--- config.mk ---
export PLATFORM = sky130hd
export DESIGN_NAME = bsc_backplane
export DESIGN_NICKNAME = d
export VERILOG_FILES = /design/src/bsc_backplane.v /design/src/bsc_sync2.v
export VERILOG_INCLUDE_DIRS = /design/src
export SDC_FILE = /design/constraint.sdc
export NUM_CORES = 1
export LEC_CHECK = 0
export BUFFER_PORTS_ARGS = -buffer_cell sky130_fd_sc_hd__buf_2
export CAP_MARGIN = 10
export CORE_MARGIN = 2
export CORE_UTILIZATION = 58
export DETAILED_ROUTE_END_ITERATION = 10
export GPL_ROUTABILITY_DRIVEN = 0
export PLACE_DENSITY = 0.83
export SLEW_MARGIN = 20
export SYNTH_ARGS = -nofsm -noshare
export SYNTH_HDL_FRONTEND = slang
export SYNTH_SLANG_ARGS = --single-unit
export TNS_END_PERCENT = 5
--- constraint.sdc ---
create_clock -name sys_clk_i -period 6.4 [get_ports sys_clk_i]
set_clock_uncertainty 0.2 [all_clocks]
set_input_delay 0.32 -clock sys_clk_i [delete_from_list [all_inputs] [get_ports sys_clk_i]]
set_output_delay 0.32 -clock sys_clk_i [all_outputs]
set_load 0.1 [all_outputs]
--- src/bsc_consts.vh ---
// constants for the backplane status/control block
// assumes inclusion by bare name from the design files
`ifndef BSC_CONSTS_VH
`define BSC_CONSTS_VH
// processor status word bit positions, sampled at cycle start
`define BSC_ST_MEMR 0
`define BSC_ST_INP 1
`define BSC_ST_M1 2
`define BSC_ST_OUT 3
`define BSC_ST_HLTA 4
`define BSC_ST_W 5
`define BSC_ST_WIDTH 6
// reset values of the status outputs
`define BSC_STATUS_RST 1'b0
// reset values of the strobes, drivers and pin synchronisers
`define BSC_STROBE_RST 1'h0
`define BSC_CLOCK_RST 1'h1
`define BSC_WR_N_RST 1'h1
`define BSC_DATA_RST 8'h00
`define BSC_DISABLE_N_RST 1'h0
// gate and ready idle high, phase-2 low
`define BSC_PIN_RST 3'h6
// power-on memory disable time in ns and derived cycles at 250 MHz
`define BSC_CLK_MHZ 250
`define BSC_POWER_ON_MEMORY_DISABLE_NS 4000
`define BSC_POWER_ON_MEMORY_DISABLE_CYC ((`BSC_POWER_ON_MEMORY_DISABLE_NS * `BSC_CLK_MHZ) / 1000)
`endif

--- src/bsc_backplane.v ---
// backplane status and control signal generation for a cpu board
// assumes processor-side signals are on sys_clk_i; bus card pins and
// the phase-2 clock arrive asynchronously and are synchronised here
`timescale 1ns/1ps
`include "bsc_consts.vh"

module bsc_backplane #(
  parameter POWER_ON_MEMORY_DISABLE_CYC = `BSC_POWER_ON_MEMORY_DISABLE_CYC
) (
  input wire sys_clk_i,
  input wire rst_n_i,
  input wire cpu_sync_i,
  input wire [`BSC_ST_WIDTH-1:0] cpu_status_i,
  input wire cpu_dbin_i,
  input wire cpu_wr_n_i,
  input wire [7:0] cpu_dout_i,
  input wire phase2_clk_i,
  input wire data_input_gate_i,
  input wire front_panel_ready_i,
  input wire startup_done_i,
  output reg fetch_cycle_status_o,
  output reg output_cycle_status_o,
  output reg input_cycle_status_o,
  output reg memory_read_status_o,
  output reg halt_ack_status_o,
  output reg bus_clock_o,
  output reg cycle_start_sync_o,
  output reg data_in_strobe_o,
  output reg buffered_data_in_strobe_o,
  output reg input_mux_sel_bus_o,
  output reg processor_write_strobe_n_o,
  output reg memory_write_strobe_o,
  output reg memory_write_strobe_oe_o,
  output reg [7:0] bidirectional_data_bus_o,
  output reg bidirectional_data_bus_oe_o,
  output reg power_on_memory_disable_n_o
);
  localparam CW = 32;
  localparam [CW-1:0] PH_LAST = POWER_ON_MEMORY_DISABLE_CYC - 1;
  // bit positions in the qualifier word
  localparam QW = 5;
  localparam Q_M1 = 4;
  localparam Q_OUT = 3;
  localparam Q_INP = 2;
  localparam Q_MEMR = 1;
  localparam Q_HLTA = 0;

  // external pins: phase-2, data input gate, front panel ready
  // reset to the idle levels so no false override follows reset
  wire [2:0] pin_sync;
  bsc_sync2 #(
    .WIDTH(3),
    .RST_VAL(`BSC_PIN_RST)
  ) u_sync (
    .sys_clk_i(sys_clk_i),
    .rst_n_i(rst_n_i),
    .d_i({data_input_gate_i, front_panel_ready_i, phase2_clk_i}),
    .q_o(pin_sync)
  );
  wire dig_s = pin_sync[2];
  wire front_panel_ready_s = pin_sync[1];
  wire ph2_s = pin_sync[0];

  // qualifier cleanup: fetch implies memory read, one transfer kind only
  function [4:0] bsc_qual;
    input [`BSC_ST_WIDTH-1:0] st;
    reg m1;
    reg inp;
    reg outp;
    begin
      m1 = st[`BSC_ST_M1];
      inp = st[`BSC_ST_INP] & ~m1;
      outp = st[`BSC_ST_OUT] & ~m1 & ~inp;
      // {m1, out, inp, memr, hlta}
      bsc_qual = {m1, outp, inp,
                  m1 | (st[`BSC_ST_MEMR] & ~inp & ~outp),
                  st[`BSC_ST_HLTA]};
    end
  endfunction

  wire [QW-1:0] qual = bsc_qual(cpu_status_i);
  wire wr_act = ~cpu_wr_n_i;
  wire dbin_gated = cpu_dbin_i & dig_s;
  // latched status word, same bit order as the qualifier word
  wire [QW-1:0] status_q = {fetch_cycle_status_o,
                            output_cycle_status_o,
                            input_cycle_status_o,
                            memory_read_status_o,
                            halt_ack_status_o};
  wire [QW-1:0] status_nxt;

  // each status bit reloads on sync and otherwise holds for the cycle
  genvar gi;
  generate
    for (gi = 0; gi < QW; gi = gi + 1) begin : g_status
      assign status_nxt[gi] = cpu_sync_i ? qual[gi] : status_q[gi];
    end
  endgenerate

  // next values, one for each output flop
  reg sync_nxt;
  reg clock_nxt;
  reg dbin_nxt;
  reg dbin_buf_nxt;
  reg mux_sel_nxt;
  reg wr_n_nxt;
  reg mw_strobe_nxt;
  reg mw_oe_nxt;
  reg [7:0] dout_hold_r;
  reg [7:0] dout_hold_nxt;
  reg [7:0] dbus_nxt;
  reg dbus_oe_nxt;
  reg [CW-1:0] ph_cnt_r;
  reg [CW-1:0] ph_cnt_nxt;
  reg ph_done;
  reg disable_n_nxt;

  // strobes and pin overrides
  always @* begin
    sync_nxt = cpu_sync_i;
    // pins pass the synchroniser, so this lags the pin by three clocks
    clock_nxt = ~ph2_s;
    dbin_nxt = cpu_dbin_i;
    // a low gate holds the buffered strobe off
    dbin_buf_nxt = dbin_gated;
    // low gate or input cycle: the processor takes data from the bus
    mux_sel_nxt = ~dig_s | input_cycle_status_o;
    wr_n_nxt = cpu_wr_n_i;
    // output cycles use the write strobe but never the memory write
    mw_strobe_nxt = wr_act & ~output_cycle_status_o;
    mw_oe_nxt = front_panel_ready_s;
  end

  // outgoing data and its driver enable
  always @* begin
    // capture data before the strobe, freeze it while the strobe is on
    dout_hold_nxt = wr_act ? dout_hold_r : cpu_dout_i;
    dbus_nxt = wr_act ? dout_hold_r : cpu_dout_i;
    // drive while not reading or while writing, but never during a
    // read that a card has gated off
    dbus_oe_nxt = (~cpu_dbin_i | wr_act) & ~(cpu_dbin_i & ~dig_s);
  end

  // power-on timer: stops at its last count instead of wrapping
  always @* begin
    ph_done = (ph_cnt_r == PH_LAST);
    ph_cnt_nxt = ph_done ? ph_cnt_r : ph_cnt_r + 32'h1;
    // memories stay off until the timer ran out and startup is done
    disable_n_nxt = ph_done & startup_done_i;
  end

  // status word and cycle marker
  always @(posedge sys_clk_i or negedge rst_n_i) begin
    if (!rst_n_i) begin
      fetch_cycle_status_o <= `BSC_STATUS_RST;
      output_cycle_status_o <= `BSC_STATUS_RST;
      input_cycle_status_o <= `BSC_STATUS_RST;
      memory_read_status_o <= `BSC_STATUS_RST;
      halt_ack_status_o <= `BSC_STATUS_RST;
      cycle_start_sync_o <= `BSC_STROBE_RST;
    end else begin
      fetch_cycle_status_o <= status_nxt[Q_M1];
      output_cycle_status_o <= status_nxt[Q_OUT];
      input_cycle_status_o <= status_nxt[Q_INP];
      memory_read_status_o <= status_nxt[Q_MEMR];
      halt_ack_status_o <= status_nxt[Q_HLTA];
      cycle_start_sync_o <= sync_nxt;
    end
  end

  // strobes, data and driver enables
  always @(posedge sys_clk_i or negedge rst_n_i) begin
    if (!rst_n_i) begin
      bus_clock_o <= `BSC_CLOCK_RST;
      data_in_strobe_o <= `BSC_STROBE_RST;
      buffered_data_in_strobe_o <= `BSC_STROBE_RST;
      input_mux_sel_bus_o <= `BSC_STROBE_RST;
      processor_write_strobe_n_o <= `BSC_WR_N_RST;
      memory_write_strobe_o <= `BSC_STROBE_RST;
      memory_write_strobe_oe_o <= `BSC_STROBE_RST;
      dout_hold_r <= `BSC_DATA_RST;
      bidirectional_data_bus_o <= `BSC_DATA_RST;
      bidirectional_data_bus_oe_o <= `BSC_STROBE_RST;
    end else begin
      bus_clock_o <= clock_nxt;
      data_in_strobe_o <= dbin_nxt;
      buffered_data_in_strobe_o <= dbin_buf_nxt;
      input_mux_sel_bus_o <= mux_sel_nxt;
      processor_write_strobe_n_o <= wr_n_nxt;
      memory_write_strobe_o <= mw_strobe_nxt;
      memory_write_strobe_oe_o <= mw_oe_nxt;
      dout_hold_r <= dout_hold_nxt;
      bidirectional_data_bus_o <= dbus_nxt;
      bidirectional_data_bus_oe_o <= dbus_oe_nxt;
    end
  end

  // power-on memory disable
  always @(posedge sys_clk_i or negedge rst_n_i) begin
    if (!rst_n_i) begin
      ph_cnt_r <= {CW{1'b0}};
      power_on_memory_disable_n_o <= `BSC_DISABLE_N_RST;
    end else begin
      ph_cnt_r <= ph_cnt_nxt;
      power_on_memory_disable_n_o <= disable_n_nxt;
    end
  end
endmodule

--- src/bsc_sync2.v ---
// two-flop synchroniser for a group of pin inputs
// assumes pins are asynchronous to sys_clk_i
`timescale 1ns/1ps
module bsc_sync2 #(
  parameter WIDTH = 1,
  parameter [WIDTH-1:0] RST_VAL = {WIDTH{1'b0}}
) (
  input wire sys_clk_i,
  input wire rst_n_i,
  input wire [WIDTH-1:0] d_i,
  output wire [WIDTH-1:0] q_o
);
  reg [WIDTH-1:0] meta_r;
  reg [WIDTH-1:0] sync_r;
  always @(posedge sys_clk_i or negedge rst_n_i) begin
    if (!rst_n_i) begin
      meta_r <= RST_VAL;
      sync_r <= RST_VAL;
    end else begin
      meta_r <= d_i;
      sync_r <= meta_r;
    end
  end
  assign q_o = sync_r;
endmodule

==> results.md, run 1 <==
- Worst slew pin tran: 0.7341 ns
- Vias: 1684
- Mean Syn Cell Area: approximately 12 µm²
- Area Overhead vs Synth: 22.14%
- Minimum clock period: around 2.5 ns
- Max_cap viols: 0
- Reg-to-reg critical path startpoint: ph_cnt_r[17]
- Root buf cell: clkbuf_8
- Largest net degree at the start of global routing: 62
- Syn Std Cell Area: roughly 0.0025 mm²
- Worst setup SP type: flop
- I/O Buffers: 44
- Initial antenna violation count: 0
- First-pass GRT wire length: 8.362 mm
- Overall Global Routing Usage: 22.57%
- Peak VDD IR: around 0.19 mV
- Post-route DRC violation count: 0
- Vias per Instance: 5.397
- Crit path required time: 6.42 ns
- Worst-path fanout max: 7
- Clk sinks: 61
- Outcome: finished clean
- Register area share after synthesis: about 62%
- Antenna diodes: 0
- Final Power: 866.5 µW
- Vias in the first global route: 1779
- Clk buf depth: 2
- Die Y: 69.11 µm
- Die Wd: 69.11 µm
- Die ar.: roughly 0.0048 mm²
- Ranking of synthesized cells by area: dfrtp_1 56%, dfstp_2 6.4%, xnor2_1 6.1%
- TritonCTS clock tree: done
- FMAX: 0.4038 GHz
- LEAKAGE: 0.001400 µW
- Core area: 0.004029 mm²
- Critical path class: reg -> reg
- Top-area cell type share of the netlist area: between 50 and 60%
- Cell variety after synth: 31
- Hold WC Path Type: in -> reg
- Slew Viols, Final: 0
- Post-Synthesis Cells: 198
- Critical Path Start: ph_cnt_r[17]
- Yosys Warn Count: 0
- Endpoints failing hold: 0
- Number of routed nets with antenna violations: 0
- Grt total ovfl: 0
- Routed wire length: 4.840 mm
- Final Net Count: 281
- Mapped Nets: 222
- CTS Buf Count: 9
- Critical path capture point type: flop
- DRT Pass-1 Iters: 4
- WP data arrival: 2.49 ns
- Final TNS setup: 0 ns
- Worst skew pair latency: 0.33 ns
- Drt initial violations: 123
- Hpwl dp: 3.082 mm
- Slew margin rel.: 51.06%
- PD cells: a little under 300 mW/mm²
- Synthesized flop and latch total: 61
- Final Setup Violations: 0
- Hold path startpoint: cpu_status_i[4]
- H-tree levels: 3
- Yosys top cell by area: dfrtp_1
- Starting Density: 61.02%
- Fill cell count: 267
- Share of cells above drive strength 1: 31.30%
- Worst-path clk slew: 0.07 ns
- Hold_ws: 0.01775 ns
- FP Rows: 23
- Wire per inst: 15.51 µm
- Unrepaired setup endpoints after global routing: false
- Period utilisation layout: 38.69%
- Ports: between 40 and 50
## critical path, cell delays in order (launching register included)
cell and delay (ns):
dfrtp_1 0.44, or4_1 0.55, or4_4 0.51, nor3_4 0.33, mux2_4 0.33
## cell usage after synthesis (all sizes together)
library cell  count
dfrtp            55
or2               1
nor3              7
nand2            13
nor3b             1
and2              3
nor4              8
nor4b             1
and4              5
dfstp             6
ha                1
nor2              9
inv               7
o32ai             1
a21oi             1
mux2             11
nand4            12
o21ba             1
nand3b            1
xnor2            17
nand3            12
xor2             12
and3              3
clkbuf            5
or4               2
o21ai             3
## cell type report
type                    count  area (µm²)  share of cell area, %
clock buffers              12       145.1                  4.833
flip-flops and latches     61        1534                  51.08
multi-input cells         125       879.6                  29.29
well taps                  50       62.56                  2.083
clock inverters             4       47.55                  1.583
inverters                   7       26.28                 0.8750
repair buffers             53       307.8                  10.25
## layout by cell type (no fill, tap or decap), types with 2 or more instances in the layout
cell	instances
nand2_1	13
nand4_1	12
buf_2	44
dfstp_2	6
dlygate4sd3_1	8
and2_1	2
xor2_1	12
inv_1	7
and3_1	3
clkbuf_1	2
dfrtp_1	55
nor3_1	6
nand3_1	12
and4_1	4
xnor2_1	17
nor2_1	9
mux2_2	10
nor4_1	8
o21ai_0	3
clkbuf_8	10
clkinv_2	2
## sequential cells by signal, indices dropped and copies added (netlist names), 3 cells and up
name	flops
dout_hold_r	8
u_sync.meta_r	3
u_sync.q_o	3
ph_cnt_r	32
## layer usage
layer,GRT usage (%),vias up,wire length (µm)
met5,0,-,0
met1,29.81,804,2140
li1,-,808,-
met4,10.89,0,103
met2,34.83,60,2300
met3,5.994,12,295
## what timing repair did
item / 4_1_cts / 5_1_grt
setup buffers: 0 / 0
hold endpoints to repair: 63 / 0
resized for setup: 0 / 0
hold buffers: 8 / 0
## per-stage QoR
step	setup WS [ns]	utilization [%]	area, µm²	instances
floorplan	4.088	-	2459	198
global placement	3.969	67.76	2730	288
detailed placement	3.948	67.76	2730	288
CTS	3.936	74.53	3003	312
global route	3.887	74.53	3003	312
finish	3.924	74.53	3003	312
## kinds of logic (layout without fill, tap and decap cells)
kind of cell             count (synthesis)  in the layout  synth area share, %
XOR/XNOR                                29             29                10.33
buffers and inverters                   12             76                1.832
multiplexers                            11             11                5.191
AND/OR/NAND/NOR                         78             78                18.17
flip-flops                              61             61                62.39
adder cells (fa/ha/maj)                  1              1               0.5088
AO/OA/AOI/OAI                            6              6                1.577
## worst paths after layout
path	end	slack, ns	cells after the start
min in group asynchronous	u_sync.q_o[0]	0.47	3
worst min-delay path	halt_ack_status_o	0.02	2
worst max-delay path	ph_cnt_r[1]	3.92	4
worst max register to register	ph_cnt_r[1]	3.92	4
max in group asynchronous	ph_cnt_r[3]	5.04	3
worst min register to register	u_sync.q_o[0]	0.15	0
## power by group
part	total, µW	internal, µW	switching, µW
logic	127	22.7	104
registers	406	400	5.87
clock network	334	189	144
Note: power is estimated with default switching activity, not from simulation.
==> run 2, diff against run 1 <==
--- a/config.mk
+++ b/config.mk
@@ -9,10 +9,10 @@
 export BUFFER_PORTS_ARGS = -buffer_cell sky130_fd_sc_hd__buf_2
 export CAP_MARGIN = 10
 export CORE_MARGIN = 2
-export CORE_UTILIZATION = 58
+export CORE_UTILIZATION = 54
 export DETAILED_ROUTE_END_ITERATION = 10
 export GPL_ROUTABILITY_DRIVEN = 0
-export PLACE_DENSITY = 0.83
+export PLACE_DENSITY = 0.78
 export SLEW_MARGIN = 20
 export SYNTH_ARGS = -nofsm -noshare
 export SYNTH_HDL_FRONTEND = slang
==> constraint.sdc (replaced) <==
create_clock -name sys_clk_i -period 2.28 [get_ports sys_clk_i]
set_clock_uncertainty 0.2 [all_clocks]
set_input_delay 0.114 -clock sys_clk_i [delete_from_list [all_inputs] [get_ports sys_clk_i]]
set_output_delay 0.114 -clock sys_clk_i [all_outputs]
set_load 0.1 [all_outputs]
==> run 2 against run 1 <==
Largest cell class unchanged. Via count up 7.1%. Routed wire length up 15%. Global-route usage up 1.6 points. Hold slack better by 0.14 ns. Die area up 7.0%.
==> results.md, run 2 (same netlist as run 1, synthesis figures left out) <==
- Outcome: finished clean
- Vias per Instance: 5.414
- Period utilisation layout: between 90% and 100%
- First-pass GRT wire length: 9.080 mm
- Wire per inst: about 17 µm
- Slew margin rel.: 51.30%
- Worst-path clk slew: 0.07 ns
- Critical Path Start: cpu_status_i[1]
- Starting Density: 56.08%
- Number of flip-flops in the largest register: 32
- Hold WC Path Type: reg -> reg
- Initial antenna violation count: 0
- Core area: about 0.0044 mm²
- FMAX: ~0.45 GHz
- Worst-path fanout max: 3
- Setup repair bufs after CTS: 0
- Drt initial violations: around 160
- Die Wd: 71.48 µm
- Die Y: 71.48 µm
- Ports: 46
- H-tree levels: 3
- Routed wire length: around 5.6 mm
- Placed insts: 294
- Root buf cell: clkbuf_8
- Unrepaired setup endpoints after global routing: false
- Crit-path max cell delay: 0.58 ns
- Worst setup endpoint: memory_read_status_o
- Most used cell along the critical path: dlygate4sd3_1
- Post-route DRC violation count: 0
- WP data arrival: 2.31 ns
- Number of routed nets with antenna violations: 0
- DRT Pass-1 Iters: 4
- R2r setup slk: 0.08 ns
- Worst slew pin tran: 0.7306 ns
- Max_cap viols: 0
- Hpwl dp: 2.956 mm
- Critical path class: in -> reg
- R2R depth: 4
- LEAKAGE: between 0.001 and 0.0015 µW
- Finished Core Util: 73.09%
- Most common cell after layout, fill and taps aside: dfrtp_1
- CP max-delay cell: dlygate4sd3_1
- Fill cell count: 287
- Die ar.: 0.005109 mm²
- Commonest cells after routing, fill and taps aside: 55 x dfrtp_1, 44 x buf_2, 23 x dlygate4sd3_1
- Final Setup Violations: 0
- Worst skew pair latency: 0.34 ns
- Vias in the first global route: 1888
- I/O Buffers: 44
- TritonCTS clock tree: done
- Largest Register: ph_cnt_r
- Largest regs: ph_cnt_r x32, dout_hold_r x8
- Final TNS setup: 0 ns
- Reg-to-reg critical path startpoint: ph_cnt_r[28]
- Overall Global Routing Usage: 24.17%
- Endpoints failing hold: 0
- Critical R2R Capture: ph_cnt_r[1]
- Hold depth: 0
- Share of cells above drive strength 1: a little under a third
- Fin cells: approximately 330
- Minimum clock period: about 2.2 ns
- Grt total ovfl: 0
- Final Power: 2497 µW
- FP Rows: 24
- Crit path required time: 2.35 ns
- Critical path capture point type: flop
- Final Net Count: 300
- Critical-path cell list: dlygate4sd3_1 -> buf_2 -> nor3b_2 -> dlygate4sd3_1 -> nor2_1 -> dlygate4sd3_1 -> a21oi_2
- Antenna diodes: 0
- Clk buf depth: 2
- CTS Buf Count: 9
- Hold_ws: 0.1572 ns
- Clk sinks: 61
- Largest net degree at the start of global routing: 62
- Vias: ~1800
- PD cells: 779.3 mW/mm²
- Area Overhead vs Synth: 30.33%
- Worst setup SP type: primary input
- Peak VDD IR: roughly 0.36 mV
- Slew Viols, Final: 0
-- run 2: changes by cell type in the layout (fill, tap and decap cells not counted), sizes merged --
cell	change
dlygate4sd3	+15
buf	+4
-- run 2: area by class of cell --
class                   instances  area [µm²]  share of cell area, %
multi-input cells             125       888.4                  27.72
inverters                       7       26.28                 0.8200
repair buffers                 72       488.0                  15.23
well taps                      52       65.06                  2.030
clock buffers                  12       155.1                  4.842
flip-flops and latches         61        1534                  47.87
clock inverters                 4       47.55                  1.484
-- run 2: power breakdown --
part	switching [µW]	internal (µW)
Clock	411	561
Sequential	17.7	1120
Combinational	303	81.4
Total	732	1760
-- run 2: layer usage --
| layer | wire, µm | global-route usage [%] |
|---|---|---|
| met1 | 2376 | 29.65 |
| met5 | 0 | 0 |
| met2 | 2699 | 39.40 |
| met3 | 361 | 6.751 |
| met4 | 133 | 12.16 |
-- run 2: how the worst min path moves through the flow --
stage	slack, ns	startpoint	endpoint
floorplan	-0.38	rst_n_i	bidirectional_data_bus_oe_o
global placement	0.02	data_input_gate_i	u_sync.meta_r[2]
detailed placement	0.02	front_panel_ready_i	u_sync.meta_r[1]
CTS	0.16	u_sync.meta_r[1]	u_sync.q_o[1]
global route	0.17	u_sync.meta_r[2]	u_sync.q_o[2]
finish	0.16	u_sync.meta_r[1]	u_sync.q_o[1]
-- run 2: per-stage QoR --
stage	cell area [µm²]	worst slack (ns)
2_1_floorplan	2459	0.03643
3_3_place_gp	2763	0.1142
3_5_place_dp	2763	0.1053
4_1_cts	3196	0.07980
5_1_grt	3204	0.007836
6_report	3204	0.04145
-- run 2: what timing repair did --
action	in CTS	in global routing
gates resized for setup	0	2
endpoints found under the setup margin	0	1
hold endpoints to repair	78	0
hold buffers	23	0
-- run 2: worst max-delay path, delay by kind of cell --
kind,cells,cell delay (ns)
buffers and inverters,4,1.83
AND/OR/NAND/NOR,2,0.23
AO/OA/AOI/OAI,1,0.13
